==> src/dmcu_pkg.sv <==
/*
  Shared constants for the DMA channel control block: register offsets,
  field positions, reset values and the channel state enumeration.
  Assumes an APB register bus with an 8-bit byte address and 32-bit data.
*/
package dmcu_pkg;

  localparam int unsigned DMCU_ADDR_W = 8;
  localparam int unsigned DMCU_DATA_W = 32;

  localparam logic [7:0] DMCU_CTRL_OFF = 8'h00;
  localparam logic [7:0] DMCU_STAT_OFF = 8'h04;
  localparam logic [7:0] DMCU_MASK_OFF = 8'h08;
  localparam logic [7:0] DMCU_COUNT_OFF = 8'h0C;

  localparam int unsigned DMCU_LAUNCH_BIT = 31;
  localparam int unsigned DMCU_DONE_EN_BIT = 23;
  localparam int unsigned DMCU_FAULT_EN_BIT = 22;
  localparam int unsigned DMCU_RSVD_ONE_BIT = 21;
  localparam int unsigned DMCU_BIG_BIT = 17;
  localparam int unsigned DMCU_REQ_SRC_BIT = 14;
  localparam int unsigned DMCU_REQ_POL_BIT = 13;
  localparam int unsigned DMCU_REQ_LEVEL_BIT = 12;

  localparam logic [31:0] DMCU_CTRL_RESET = 32'h00E2_0000;
  // Bits 31..24 never store: launch is a pulse, the rest read as zero
  localparam logic [31:0] DMCU_CTRL_STORE = 32'h00FF_FFFF;

  localparam int unsigned DMCU_DONE_BIT = 0;
  localparam int unsigned DMCU_FAULT_BIT = 1;
  localparam int unsigned DMCU_STATE_LSB = 4;
  localparam int unsigned DMCU_EVT_W = 2;
  localparam logic [1:0] DMCU_STAT_RESET = 2'h0;
  localparam logic [1:0] DMCU_MASK_RESET = 2'h3;
  localparam logic [15:0] DMCU_COUNT_RESET = 16'h0001;
  localparam int unsigned DMCU_CNT_W = 16;
  localparam int unsigned DMCU_SYNC_STAGES = 2;

  typedef enum logic [1:0] {DMCU_IDLE, DMCU_READY, DMCU_BUSY} dmcu_state_e;

endpackage

==> src/dmcu_channel.sv <==
/*
  One DMA channel: control register upper and lower fields, status with
  sticky events, interrupt mask, transfer count and the channel sequencer,
  all behind an APB slave.
  Assumes pclk at 10 MHz, an active-low request pin from outside the clock
  domain, and a datapath on pclk that reports errors on xfer_error.
*/
// The implementer's own choices: register access over APB and the placing of the registers.
`timescale 1ns/1ns
`default_nettype none
module dmcu_channel
  import dmcu_pkg::*;
#(
  parameter int unsigned CNT_W = DMCU_CNT_W
) (
  input wire logic pclk,
  input wire logic presetn,
  input wire logic psel,
  input wire logic penable,
  input wire logic pwrite,
  input wire logic [DMCU_ADDR_W-1:0] paddr,
  input wire logic [DMCU_DATA_W-1:0] pwdata,
  output logic [DMCU_DATA_W-1:0] prdata,
  output logic pready,
  output logic pslverr,
  input wire logic dreq_n,
  output logic dack_n,
  output logic xfer_strobe,
  input wire logic xfer_error,
  input wire logic [DMCU_DATA_W-1:0] data_in,
  output logic [DMCU_DATA_W-1:0] data_out,
  output logic channel_busy,
  output logic irq
);

  dmcu_state_e state;
  dmcu_state_e next_state;
  logic [DMCU_DATA_W-1:0] ctrl;
  logic [DMCU_DATA_W-1:0] next_ctrl;
  logic [DMCU_EVT_W-1:0] status;
  logic [DMCU_EVT_W-1:0] next_status;
  logic [DMCU_EVT_W-1:0] mask;
  logic [DMCU_EVT_W-1:0] next_mask;
  logic [CNT_W-1:0] count;
  logic [CNT_W-1:0] next_count;
  logic [CNT_W-1:0] remain;
  logic [CNT_W-1:0] next_remain;
  logic [DMCU_DATA_W-1:0] next_prdata;
  logic [DMCU_EVT_W-1:0] events;
  logic [DMCU_EVT_W-1:0] irq_gate;
  logic dreq_sync_n;
  logic addr_hit;
  logic bus_wr;
  logic rd_setup;
  logic launch;
  logic req_ok;
  logic done_evt;
  logic fault_evt;

  dmcu_sync #(
    .W(1),
    .RESET_VAL(1'b1)
  ) u_req_sync (
    .pclk(pclk),
    .presetn(presetn),
    .async_in(dreq_n),
    .sync_out(dreq_sync_n)
  );

  dmcu_byte_lane #(
    .BYTES(DMCU_DATA_W / 8)
  ) u_lane (
    .pclk(pclk),
    .presetn(presetn),
    .load(xfer_strobe),
    .big_endian(ctrl[DMCU_BIG_BIT]),
    .data_in(data_in),
    .data_out(data_out)
  );

  // Zero wait states: every access completes in its first access cycle
  assign pready = 1'b1;
  assign addr_hit = (paddr == DMCU_CTRL_OFF) || (paddr == DMCU_STAT_OFF) ||
                    (paddr == DMCU_MASK_OFF) || (paddr == DMCU_COUNT_OFF);
  assign pslverr = psel && penable && !addr_hit;
  assign bus_wr = psel && penable && pwrite && addr_hit;
  assign rd_setup = psel && !penable && !pwrite;
  // Only a written one arms the channel
  assign launch = bus_wr && (paddr == DMCU_CTRL_OFF) && pwdata[DMCU_LAUNCH_BIT];

  // Internal requests are always pending; the pin is active low, level sensed
  assign req_ok = !ctrl[DMCU_REQ_SRC_BIT] || !dreq_sync_n;
  assign xfer_strobe = (state != DMCU_IDLE) && req_ok && !xfer_error;
  assign dack_n = !(xfer_strobe && ctrl[DMCU_REQ_SRC_BIT]);
  assign done_evt = xfer_strobe && (remain <= CNT_W'(1));
  assign fault_evt = (state != DMCU_IDLE) && xfer_error;
  assign events = {fault_evt, done_evt};
  assign channel_busy = (state != DMCU_IDLE);

  // Enables gate the interrupt, not the sticky status, so polling still works
  assign irq_gate = {ctrl[DMCU_FAULT_EN_BIT], ctrl[DMCU_DONE_EN_BIT]};
  assign irq = |(status & mask & irq_gate);

  always_comb begin
    next_state = state;
    next_remain = remain;
    unique case (state)
      DMCU_IDLE: begin
        if (launch) begin
          next_state = DMCU_READY;
          next_remain = count;
        end
      end
      DMCU_READY, DMCU_BUSY: begin
        if (fault_evt) begin
          next_state = DMCU_IDLE;
        end else if (done_evt) begin
          next_state = DMCU_IDLE;
          next_remain = '0;
        end else if (xfer_strobe) begin
          next_state = DMCU_BUSY;
          next_remain = remain - CNT_W'(1);
        end
      end
      default: begin
        // The spare code is never entered; recover to idle rather than hang
        next_state = DMCU_IDLE;
      end
    endcase
  end

  always_ff @(posedge pclk or negedge presetn) begin
    if (!presetn) begin
      state <= DMCU_IDLE;
      remain <= '0;
    end else begin
      state <= next_state;
      remain <= next_remain;
    end
  end

  always_comb begin
    next_ctrl = ctrl;
    next_mask = mask;
    next_count = count;
    // Set wins over a clear landing in the same cycle
    next_status = status | events;
    next_prdata = prdata;
    if (bus_wr) begin
      unique case (paddr)
        DMCU_CTRL_OFF: begin
          // Reserved bits store what is written, so writing zeros clears bit 21
          next_ctrl = pwdata & DMCU_CTRL_STORE;
        end
        DMCU_STAT_OFF: begin
          next_status = (status & ~pwdata[DMCU_EVT_W-1:0]) | events;
        end
        DMCU_MASK_OFF: begin
          next_mask = pwdata[DMCU_EVT_W-1:0];
        end
        DMCU_COUNT_OFF: begin
          next_count = pwdata[CNT_W-1:0];
        end
        default: begin
          next_count = count;
        end
      endcase
    end
    if (rd_setup) begin
      next_prdata = '0;
      unique case (paddr)
        DMCU_CTRL_OFF: begin
          next_prdata = ctrl & DMCU_CTRL_STORE;
        end
        DMCU_STAT_OFF: begin
          next_prdata[DMCU_EVT_W-1:0] = status;
          next_prdata[DMCU_STATE_LSB +: 2] = state;
        end
        DMCU_MASK_OFF: begin
          next_prdata[DMCU_EVT_W-1:0] = mask;
        end
        DMCU_COUNT_OFF: begin
          next_prdata[CNT_W-1:0] = count;
        end
        default: begin
          next_prdata = '0;
        end
      endcase
    end
  end

  always_ff @(posedge pclk or negedge presetn) begin
    if (!presetn) begin
      ctrl <= DMCU_CTRL_RESET;
      status <= DMCU_STAT_RESET;
      mask <= DMCU_MASK_RESET;
      count <= CNT_W'(DMCU_COUNT_RESET);
      prdata <= '0;
    end else begin
      ctrl <= next_ctrl;
      status <= next_status;
      mask <= next_mask;
      count <= next_count;
      prdata <= next_prdata;
    end
  end
endmodule
`default_nettype wire

==> src/dmcu_sync.sv <==
/*
  Two flip-flop synchroniser for levels arriving from pins.
  Assumes the input may change at any time relative to pclk.
*/
`timescale 1ns/1ns
`default_nettype none
module dmcu_sync
  import dmcu_pkg::*;
#(
  parameter int unsigned W = 1,
  parameter logic [W-1:0] RESET_VAL = '1
) (
  input wire logic pclk,
  input wire logic presetn,
  input wire logic [W-1:0] async_in,
  output logic [W-1:0] sync_out
);

  logic [W-1:0] stage1;

  // Stage one feeds stage two only, to contain metastability
  always_ff @(posedge pclk or negedge presetn) begin
    if (!presetn) begin
      stage1 <= RESET_VAL;
      sync_out <= RESET_VAL;
    end else begin
      stage1 <= async_in;
      sync_out <= stage1;
    end
  end

endmodule
`default_nettype wire

==> src/dmcu_byte_lane.sv <==
/*
  Registered data lane that keeps or reverses byte order per word.
  Assumes the datapath is natively big-endian and load is a one-cycle pulse.
*/
`timescale 1ns/1ns
`default_nettype none
module dmcu_byte_lane
  import dmcu_pkg::*;
#(
  parameter int unsigned BYTES = 4
) (
  input wire logic pclk,
  input wire logic presetn,
  input wire logic load,
  input wire logic big_endian,
  input wire logic [8*BYTES-1:0] data_in,
  output logic [8*BYTES-1:0] data_out
);

  logic [8*BYTES-1:0] swapped;
  logic [8*BYTES-1:0] next_data_out;

  for (genvar b = 0; b < BYTES; b++) begin : g_lane
    assign swapped[8*b +: 8] = data_in[8*(BYTES-1-b) +: 8];
  end

  always_comb begin
    next_data_out = data_out;
    if (load) begin
      next_data_out = big_endian ? data_in : swapped;
    end
  end

  always_ff @(posedge pclk or negedge presetn) begin
    if (!presetn) begin
      data_out <= '0;
    end else begin
      data_out <= next_data_out;
    end
  end

endmodule
`default_nettype wire

==> config.mk <==
export PLATFORM = sky130hd
export DESIGN_NAME = dmcu_channel
export DESIGN_NICKNAME = d
export VERILOG_FILES = /design/src/dmcu_pkg.sv /design/src/dmcu_channel.sv /design/src/dmcu_sync.sv /design/src/dmcu_byte_lane.sv
export SDC_FILE = /design/constraint.sdc
export NUM_CORES = 1
export LEC_CHECK = 0
export ABC_CLOCK_PERIOD_IN_PS = 4300
export BUFFER_PORTS_ARGS = -buffer_cell sky130_fd_sc_hd__buf_2
export CAP_MARGIN = 20
export CORE_MARGIN = 2
export CORE_UTILIZATION = 54
export DETAILED_ROUTE_END_ITERATION = 16
export PLACE_DENSITY = 0.89
export SLEW_MARGIN = 40
export SYNTH_ARGS = -nofsm -noshare
export SYNTH_HDL_FRONTEND = slang
export SYNTH_SLANG_ARGS = --single-unit
export TNS_END_PERCENT = 1
==> constraint.sdc <==
create_clock -name pclk -period 4.3 [get_ports pclk]
set_input_delay 0.43 -clock pclk [delete_from_list [all_inputs] [get_ports pclk]]
set_output_delay 0.43 -clock pclk [all_outputs]
set_load 0.005 [all_outputs]
; ---- Word-level counts from Yosys, hierarchy flattened
; Cells that the tools add are included.
[word_totals]
reg_bits = 128
inputBits = 79
output_inout_bits = 70
wordCells = 80
[op_classes]
n_addsub = 1
order_cmp = 1
eq_ne = 9
muxes = 18
bitwise = 6
n_reduce_logical = 35
[ops]
columns = cell, n
row1 = 16-bit two-way mux, 4
row2 = 32-bit two-way mux, 1
row3 = 16-bit one-hot mux with 2 select lines, 1
row4 = 10-bit one-hot mux with 2 select lines, 1
row5 = 8-bit by 4-bit == test with 1-bit output (second input constant), 2
row6 = 16-bit by 1-bit less-or-equal comparator with 1-bit output (second input constant), 1
row7 = 16-bit by 1-bit subtractor with 16-bit output (second input constant), 1
row8 = 1-bit logical AND, 13
row9 = 2-bit two-way mux, 6
row10 = 8-bit by 3-bit == test with 1-bit output (second input constant), 1
row11 = 8-bit logical NOT, 1
row12 = 8-bit two-way mux, 1
row13 = 2-bit one-hot mux with 2 select lines, 2
row14 = 2-bit one-hot mux with 4 select lines, 1
row15 = 2-bit AND reduction, 4
row16 = 1-bit logical NOT, 7
row17 = 2-bit AND, 3
row18 = 2-bit one-hot mux with 3 select lines, 1
row19 = 1-bit logical OR, 4
row20 = 2-bit inequality test (second input constant), 2
row21 = 4-bit inequality test (second input constant), 1
row22 = 2-bit OR, 2
row23 = 4-bit AND reduction, 1
row24 = 2-bit nonzero test, 2
row25 = 6 further kinds, 7

; ---- Longest topological paths before layout
; Gate-level depths: netlist of run 1.
[depth]
word_depth = 9
ltp_mapped = 9
depth_no_buf = 7

; ---- Cells and area by module
; A second synthesis of run 1 with hierarchy kept.
[hier_totals]
hier_cells = 534
hier_area_um2 = 5735.5
[by_module_without_submodules]
columns = mod, instances, cells_per_inst, area_per_inst_um2
row1 = dmcu_channel, 1, 393, 4176.5
row2 = dmcu_byte_lane, 1, 139, 1506.4
row3 = dmcu_sync, 1, 2, 52.6

; ---- Least setup slack after synthesis of run 1
; Ideal clock, no wire load.
[synth_timing]
kind = register -> register
start = register state[0]
end = register remain[10]
setup_ns = 0.138
arrival_time_ns = 2.066
setup_slack_ns = 2.097
stages_incl_launch_ff = 10
path_buffers = 2
period_less_slack_ns = 2.203
cell_sequence = dfrtp_1 -> inv_1 -> ha_1 -> a211o_1 -> clkbuf_1 -> nor4_1 -> a21oi_1 -> buf_2 -> a32oi_1 -> o22ai_1
[synth_between]
elab_chain_cells = 7
elab_cells_between_ends = 17
cone_classes = eq/ne: 5 / mux: 3 / reduce/logical: 9
[synth_lines]
columns = item, line_no
row1 = from (decl), dmcu_channel.sv:36  ; dmcu_state_e state;
row2 = from (signal assigned), dmcu_channel.sv:137  ; state <= next_state;
row3 = 2-bit nonzero test, "dmcu_channel.sv:93, dmcu_channel.sv:96"
row4 = 1-bit logical AND (2 in series), dmcu_channel.sv:93  ; assign xfer_strobe = (state != DMCU_IDLE) && req_ok && !xfer_error;
row5 = 1-bit logical AND, dmcu_channel.sv:95  ; assign done_evt = xfer_strobe && (remain <= CNT_W'(1));
row6 = 16-bit two-way mux, dmcu_channel.sv:117  ; end else if (done_evt) begin
row7 = 16-bit two-way mux, dmcu_channel.sv:115  ; if (fault_evt) begin
row8 = 16-bit one-hot mux with 2 select lines, dmcu_channel.sv:107  ; unique case (state)
row9 = to (signal assigned), dmcu_channel.sv:138  ; remain <= next_remain;
row10 = to (decl), dmcu_channel.sv:46  ; logic [CNT_W-1:0] remain;
; Parallel ways exist; a longest one is shown, timed or not. The select of a mux whose other input is x is not followed.
; A chain may end at the register's enable or synchronous reset.

; ---- Final worst setup path of run 1
[layout_timing]
start = register state[0]
end = output dack_n
[layout_between]
elab_chain_cells = 5
[layout_lines]
columns = item, line_no
row1 = 2-bit nonzero test, dmcu_channel.sv:93
row2 = 1-bit logical AND (2 in series), dmcu_channel.sv:93
row3 = 1-bit logical AND, dmcu_channel.sv:94  ; assign dack_n = !(xfer_strobe && ctrl[DMCU_REQ_SRC_BIT]);
row4 = 1-bit logical NOT, dmcu_channel.sv:94
row5 = to (decl), dmcu_channel.sv:27  ; output logic dack_n,
; No other way between the ends.

==> results of run 1 <==
## report_power, final
| group | switching, mW | internal [mW] | leakage, nW |
|---|---|---|---|
| Combinational | 0.754 | 0.463 | 1.59 |
| Clock | 0.516 | 0.767 | 0.258 |
| Sequential | 0.166 | 1.38 | 1.55 |
## cell type report
type | instances | share of cell area, %
Multi-Input combinational cell | 358 | 34.5
Clock inverter | 14 | 1.84
Clock buffer | 18 | 6.02
Timing Repair Buffer | 141 | 10.6
Sequential cell | 120 | 43.5
Tap cell | 136 | 2.45
Inverter | 19 | 1.03
## sequential cells by signal, summed over array words and instances (netlist names)
| signal | count |
|---|---|
| count | 16 |
| ctrl | 24 |
| mask | 2 |
| prdata | 24 |
| remain | 16 |
| state | 2 |
| status | 2 |
| u_lane.data_out | 32 |
| u_req_sync.stage1 | 1 |
| u_req_sync.sync_out | 1 |
## metrics by stage
| stage | util (%) | worst slack [ns] | instances |
|---|---|---|---|
| after CTS | 67.8 | 1.55 | 806 |
| after detailed placement | 62.3 | 1.48 | 773 |
| after floorplan | - | 2.10 | 536 |
| after global placement | 62.3 | 1.63 | 773 |
| after global routing | 67.8 | 1.39 | 806 |
| final | 67.8 | 1.53 | 806 |
## how the worst max path moves through the flow
stage	endpoint	slack, ns	cells past startpoint
global route	dack_n	1.39	7
detailed placement	state[1]	1.48	6
finish	dack_n	1.53	7
floorplan	remain[10]	2.10	9
global placement	state[1]	1.63	6
CTS	dack_n	1.55	7
## layer usage
metal / global-route usage [%] / up-vias
met1: 32.2 / 2263
met4: 8.55 / 0
met5: 0 / -
met2: 41.9 / 286
li1: - / 2124
met3: 7.36 / 25
## worst max-delay path: cells and delay by family (launching register included)
kind	cells	cell delay, ns
simple gates	1	0.10
flops	1	0.41
compound gates	1	0.15
fa+ha+maj	1	0.27
buf+inv	4	0.88
## logic make-up (layout without fill, tap and decap cells)
family | count (synthesis) | in the layout | share of synthesized area [%]
simple gates | 162 | 162 | 13.5
flops | 120 | 120 | 53.4
compound gates | 105 | 105 | 11.6
mux | 78 | 78 | 15.6
buf+inv | 58 | 192 | 4.83
fa+ha+maj | 4 | 4 | 0.887
other cells | 2 | 9 | 0.133
## cell usage in the layout, fill, tap and decap left out, types with 7 or more instances in the layout
cell / count
conb_1: 9
o22ai_1: 7
nor2_1: 41
a21oi_1: 17
nand3_1: 13
inv_1: 18
mux2i_1: 35
buf_4: 8
dfstp_2: 8
o21ai_0: 43
mux2_4: 10
buf_2: 131
a221oi_1: 15
nand2_1: 74
clkbuf_16: 16
dfrtp_1: 111
mux2_2: 29
## what timing repair did
action / 4_1_cts / 5_1_grt
hold endpoints to repair: 1 / 0
resized for setup: 0 / 0
hold buffers: 1 / 0
==> impl_metrics.toml, run 1 <==
[power]
max-vdd-ir-drop_uv = 291
power_mw = 4.04
p_per_area_mw_per_mm2 = 583
p_leak_nw = 3.39

[drt]
vias = 4698
antenna_left = 0
drt_iter0_markers = 544
wl_met3_um = 1260
drc = 0
wirelength_um = 13800
routed.top_layer = "met4"
wl_met2_um = 6720
wl_per_cell_um = 17.1
via_per_inst = 5.83
drt_first_pass_iters = 5
drt-met1-wl_um = 5590

[yosys]
netlist.area_leader.share_pct = 49.2
synth-warning-count = 0
synthCells = 529
yosysTopAreaCell = "dfrtp_1"
ys.flop_type = "dfrtp_1"
yosysUniqueCellTypes = 47
synth.avg_cell_area_um2 = 10.7
seq_area_frac_synth_pct = 53.4
yosysMostFrequentCell = "dfrtp_1"
synth_commonest_cells = "dfrtp_1 (111), nand2_1 (75), o21ai_0 (43)"
synth_edf_count = 0
async_flop_share_pct = 100
synthTopCellsByArea = "dfrtp_1 (49%), mux2i_1 (6.2%), mux2_2 (5.8%)"
synth-seq-cells = 120
netlist_area_mm2 = 0.00565

[layout]
syn2layout_area_growth_pct = 22.9
antenna_cells = 0
nets = 740
seqCellArea_mm2 = 0.00302
final_area_mm2 = 0.00694
multi_input_area_mm2 = 0.00240
final.fill_count = 717
layout-drive-gt1-share_pct = 34.0

[placed_design]
placed_cell_area_mm2 = 0.00638
dp_hpwl_um = 9480
io_buffers = 132
gp_congestion = 0.846

[sta]
fin_crit_ns = 2.77
grt_setup_unrepaired = "false"
setup_viol = 0
worstMarginPinSlew_ns = 0.748
clock_skew_ns = 0.00586
period_share_pct = 64.3
maxSlewHeadroom_pct = 50.1
timing_hold_violations_final = 0
drv_slew = 0
fmax_mhz = 362
tns_ns = 0
whs_ns = 0.00626

[clocking]
cts_buffers = 17
h-tree-depth = 4
cts_tree = "built"
clockBufferDepth = 2
clk_latency_ns = 0.51
post_cts_buffers = 0
path_clk_slew_ns = 0.06
cts-root-buf = "clkbuf_8"
cts.sinks = 120

[critical_path]
cp_common_cell = "inv_1"
crit_chain = "inv_1 -> ha_1 -> a211o_2 -> buf_4 -> inv_1 -> nand2_1 -> buf_2"
crit_type = "flip-flop to primary output"
path_max_fanout = 70
critPathCaptureType = "primary output"
startpoint_type = "flip-flop"
r2r_setup_slack_ns = 1.60
worstSetupStartpoint = "state[0]"
slowest_delay_ns = 0.50
arrival_ns = 2.34
crit_required_ns = 3.87
reg2reg_from = "state[0]"
r2r_cells = 7
r2r-end = "remain[2]"
cp_slowest_cell = "buf_4"

[floorplan]
fp.dieW_um = 106
core_area_mm2 = 0.0102
io_pins = 149
fp.dieH_um = 106
start_util_pct = 55.2
placement_rows = 37
dieArea_mm2 = 0.0113

[global_route]
grt_max_degree = 79
grt_overflow = 0
first_global_vias = 4628
grt_use_total_pct = 25.4
grt_pass1_wl_um = 22400
antenna_found_initial = 0

[run]
maxCapViolations = 0

[min_path]
hp-class = "input pin to asynchronous set/reset pin"

[run_status]
status = "finished, final reports clean"
Note: power is estimated with default switching activity, not from simulation.
==> run 2, diff against run 1 <==
ABC_CLOCK_PERIOD_IN_PS = 2500   (was 4300)
CORE_UTILIZATION = 48   (was 54)
PLACE_DENSITY = 0.85   (was 0.89)
clock period = 2.5 ns   (was 4.3 ns; I/O delays follow)
==> impl_metrics.toml, run 2 (synthesized netlist as in run 1, its figures left out) <==
[layout]
antenna_cells = 0
layout-drive-gt1-share_pct = 34.8
nets = 752
final.fill_count = 880
top_register = "u_lane.data_out"
reg_top3 = "u_lane.data_out x32, ctrl x24, prdata x24"
stdcell_count = 825
layout_commonest_cell = "buf_2"
syn2layout_area_growth_pct = 25.8
final_cell_mix = "buf_2 (131), dfrtp_1 (111), nand2_1 (75), o21ai_0 (43), nor2_1 (42)"
largest_reg_flops = 32

[placed_design]
dp_hpwl_um = 9550
io_buffers = 132
pre_cts_slack_ns = 0.192
dp_cells = 791
gp_congestion = 0.914

[drt]
via_per_inst = 5.63
drt_iter0_markers = 360
wl_per_cell_um = 16.4
wirelength_um = 13500
drt_first_pass_iters = 6
antenna_left = 0
vias = 4644
drc = 0

[floorplan]
start_util_pct = 49.2
placement_rows = 39
io_pins = 149
dieArea_mm2 = 0.0126
fp.dieH_um = 112
core_area_mm2 = 0.0115
fp.dieW_um = 112

[sta]
setup_slack_ns = 0.167
drv_slew = 0
worstMarginPinSlew_ns = 0.716
maxSlewHeadroom_pct = 52.3
period_share_pct = 93.3
clock_skew_ns = 0.00904
timing_hold_violations_final = 0
setup_viol = 0
fmax_mhz = 429
fin_crit_ns = 2.33
whs_ns = 0.0663
tns_ns = 0

[global_route]
antenna_found_initial = 0
grt_max_degree = 75
grt_pass1_wl_um = 21900
first_global_vias = 4513
use_met3_pct = 6.21
top_usage_layer = "met2"
grt_use_met1_pct = 28.1
grt_use_total_pct = 22.1
grt_util_met2_pct = 36.0
grt_overflow = 0

[critical_path]
crit_required_ns = 2.78
crit_type = "flip-flop to flip-flop"
path_max_fanout = 17
critPathCaptureType = "flip-flop"
arrival_ns = 2.62
startpoint_type = "flip-flop"

[run]
maxCapViolations = 0

[clocking]
cts.sinks = 120
cts_buffers = 17
cts-root-buf = "clkbuf_16"
cts_tree = "built"
clk_latency_ns = 0.42
h-tree-depth = 4
path_clk_slew_ns = 0.06
clockBufferDepth = 2
post_cts_buffers = 0

[min_path]
hp-class = "input pin to flip-flop"

[power]
p_per_area_mw_per_mm2 = 1010
p_leak_nw = 3.48
max-vdd-ir-drop_uv = 581
power_mw = 7.19

[run_status]
status = "finished, final reports clean"
==> run 2: cell types whose count changed in the layout (fill, tap and decap cells not counted), sizes merged <==
cell / before / now
buf: 140 / 151
clkinv: 8 / 6
bufinv: 1 / 2
clkbuf: 18 / 19
dlygate4sd3: 1 / 2
==> run 2: power by group <==
group | switching [mW] | internal (mW) | total (mW)
sequential | 0.281 | 2.37 | 2.65
combinational | 1.27 | 0.879 | 2.15
clock | 0.895 | 1.50 | 2.40
total | 2.45 | 4.75 | 7.19
==> run 2: cell type report <==
type / count / area, um^2 / area share, %
clock buffers: 19 / 443 / 6.24
multi-input cells: 358 / 2390 / 33.7
inverters: 19 / 71.3 / 1.00
clock inverters: 13 / 148 / 2.08
flip-flops and latches: 120 / 3010 / 42.4
well taps: 143 / 179 / 2.52
repair buffers: 153 / 855 / 12.0
==> run 2: final timing paths <==
path	startpoint	end	slack, ns	cells past startpoint
min in group asynchronous	presetn	u_lane.data_out[3]	0.24	2
max reg2reg	state[0]	remain[9]	0.17	8
min reg2reg	u_req_sync.stage1	u_req_sync.sync_out	0.36	0
max	state[0]	remain[9]	0.17	8
min	pwdata[20]	ctrl[20]	0.07	2
max in group asynchronous	presetn	u_req_sync.sync_out	1.55	3
==> run 2: stage by stage <==
step	utilization (%)	cell area, um^2
floorplan	-	5670
global placement	56.6	6490
detailed placement	56.6	6490
CTS	61.9	7100
global route	61.9	7100
finish	61.9	7100
==> run 2: repair_timing <==
| item | in CTS | in global routing |
|---|---|---|
| gates resized for setup | 0 | 1 |
| setup endpoints to repair | 0 | 14 |
| endpoints found under the hold margin | 13 | 0 |
| hold buffers | 2 | 0 |
==> run 2: routing by layer <==
metal,routed length [um],vias to the layer above
met5,0,-
li1,-,2147
met4,285,0
met3,1040,30
met2,6590,231
met1,5630,2236
==> run 2: worst max-delay path, cell delays in order, from the launching register on <==
cell	delay, ns
dfrtp_1	0.38
inv_1	0.07
ha_1	0.21
a211o_2	0.30
nor4_1	0.43
a21oi_1	0.21
buf_4	0.24
a32oi_1	0.23
o22ai_1	0.12
==> run 3, diff against run 2 <==
CORE_UTILIZATION = 49   (was 48)
CTS_BUF_LIST = sky130_fd_sc_hd__clkbuf_4   (was default)
PLACE_DENSITY = 0.86   (was 0.85)
RECOVER_POWER = 50   (was default)
==> impl_metrics.toml, run 3 (synthesized netlist as in run 1, its figures left out) <==
[clocking]
cts_buffers = 17
path_clk_slew_ns = 0.11
cts-root-buf = "clkbuf_4"
clockBufferDepth = 2
h-tree-depth = 4
post_cts_buffers = 0
cts.sinks = 120
cts_tree = "built"
clk_latency_ns = 0.51

[power]
swShare_pct = 37.3
p_leak_nw = 3.40
max-vdd-ir-drop_uv = 442
p_int_mw = 3.93
combPwrFrac_pct = 34.6
sequentialPowerShare_pct = 42.2
power_frac_clock_pct = 23.3
p_per_area_mw_per_mm2 = 893
p_sw_mw = 2.34

[drt]
drc = 0
routed.top_layer = "met4"
wl_per_cell_um = 16.2
wirelength_um = 13800
via_per_inst = 5.51
vias = 4684
drt-met1-wl_um = 5700
antenna_left = 0
wl_met2_um = 6960
drt_first_pass_iters = 5
drt_iter0_markers = 411
wl_met3_um = 929

[floorplan]
start_util_pct = 49.9
dieArea_mm2 = 0.0124
placement_rows = 39
fp.dieH_um = 111
io_pins = 149
core_area_mm2 = 0.0113
fp.dieW_um = 111

[layout]
nets = 777
final.fill_count = 898
final_cell_mix = "buf_2 (121), dfrtp_1 (111), nand2_1 (74), o21ai_0 (43), nor2_1 (42)"
final_core_util_pct = 61.9
largest_reg_flops = 32
layout_commonest_cell = "buf_2"
top_register = "u_lane.data_out"
antenna_cells = 0
stdcell_count = 850
layout-drive-gt1-share_pct = 31.7
reg_top3 = "u_lane.data_out x32, ctrl x24, prdata x24"
syn2layout_area_growth_pct = 24.2

[critical_path]
critPathCaptureType = "primary output"
worstSetupStartpoint = "state[1]"
cp_slowest_cell = "dfrtp_1"
arrival_ns = 2.08
cp_common_cell = "inv_1"
r2r-end = "remain[15]"
slowest_delay_ns = 0.41
crit_required_ns = 2.25
reg2reg_from = "state[1]"
crit_chain = "inv_1 -> ha_1 -> a211o_2 -> buf_6 -> inv_1 -> nand2_1 -> buf_2"
r2r_cells = 8
path_max_fanout = 69
startpoint_type = "flip-flop"
crit_type = "flip-flop to primary output"
endpoint = "dack_n"
r2r_setup_slack_ns = 0.25

[global_route]
grt_max_degree = 70
grt_overflow = 0
grt_pass1_wl_um = 23200
first_global_vias = 4871
grt_use_total_pct = 23.0
antenna_found_initial = 0

[sta]
fmax_mhz = 429
setup_viol = 0
worstMarginPinSlew_ns = 1.11
fin_crit_ns = 2.33
drv_slew = 0
maxSlewHeadroom_pct = 26.3
setup_slack_ns = 0.168
period_share_pct = 93.3
grt_setup_unrepaired = "true"
whs_ns = 0.0612
timing_hold_violations_final = 0
clock_skew_ns = 0.0146

[placed_design]
pre_cts_slack_ns = 0.169
dp_cells = 792
dp_hpwl_um = 9720
io_buffers = 132
gp_congestion = 0.890

[min_path]
hp-class = "input pin to flip-flop"

[run_status]
status = "finished, final reports clean"

[run]
maxCapViolations = 0
## run 3: cell count changes in the layout (fill, tap and decap cells not counted), moves of 4 or more
cell	before	now
buf_4	17	13
clkbuf_16	17	0
clkbuf_4	0	17
buf_2	131	121
clkbuf_1	1	15
dlygate4sd3_1	2	26
## run 3: how the worst min path moves through the flow
stage	from	end	slack, ns	depth (start not counted)
after floorplan	presetn	count[10]	-0.05	0
after global placement	presetn	u_lane.data_out[27]	0.29	1
after detailed placement	presetn	u_lane.data_out[27]	0.30	1
after CTS	pwdata[0]	ctrl[0]	0.002	2
after global routing	data_in[24]	u_lane.data_out[0]	0.01	3
final	data_in[24]	u_lane.data_out[0]	0.06	3
## run 3: final cells by class
cell class,instances,area [um^2],share of cell area [%]
clock buffers,17,128,1.82
clock inverters,15,178,2.53
inverters,19,71.3,1.02
multi-input cells,358,2400,34.2
flip-flops and latches,120,3010,43.0
well taps,143,179,2.55
repair buffers,178,1040,14.8
## run 3: per-stage QoR
step / area, um^2 / power, mW / setup TNS (ns)
final: 7010 / 6.26 / 0
after CTS: 7040 / 6.29 / 0
after global placement: 6480 / 4.65 / 0
after floorplan: 5670 / 3.94 / 0
after detailed placement: 6480 / 4.80 / 0
after global routing: 7010 / 6.73 / -0.00971
## run 3: per-layer routing
metal	track usage [%]	vias to the layer above
met5	0	-
met4	7.65	0
met3	5.82	23
met2	40.2	191
met1	28.2	2268
li1	-	2202
## run 3: power groups by stage
stage               Combinational (mW)  Sequential, mW  Clock [mW]
detailed placement                2.13            2.67           0
global placement                  2.02            2.64           0
global route                      2.44            2.70        1.60
finish                            2.16            2.64        1.46
floorplan                         1.28            2.66           0
CTS                               2.16            2.63        1.49
## run 3: repair_timing
| item | 4_1_cts | 5_1_grt |
|---|---|---|
| resized for setup | 0 | 2 |
| endpoints found under the setup margin | 0 | 14 |
| hold buffers | 25 | 1 |
| hold endpoints to repair | 79 | 2 |
## run 3: critical path: cells and delay by family (launching register included)
family	cells	cell delay, ns
fa+ha+maj	1	0.20
buf+inv	4	0.58
flops	1	0.41
compound gates	1	0.32
simple gates	1	0.06
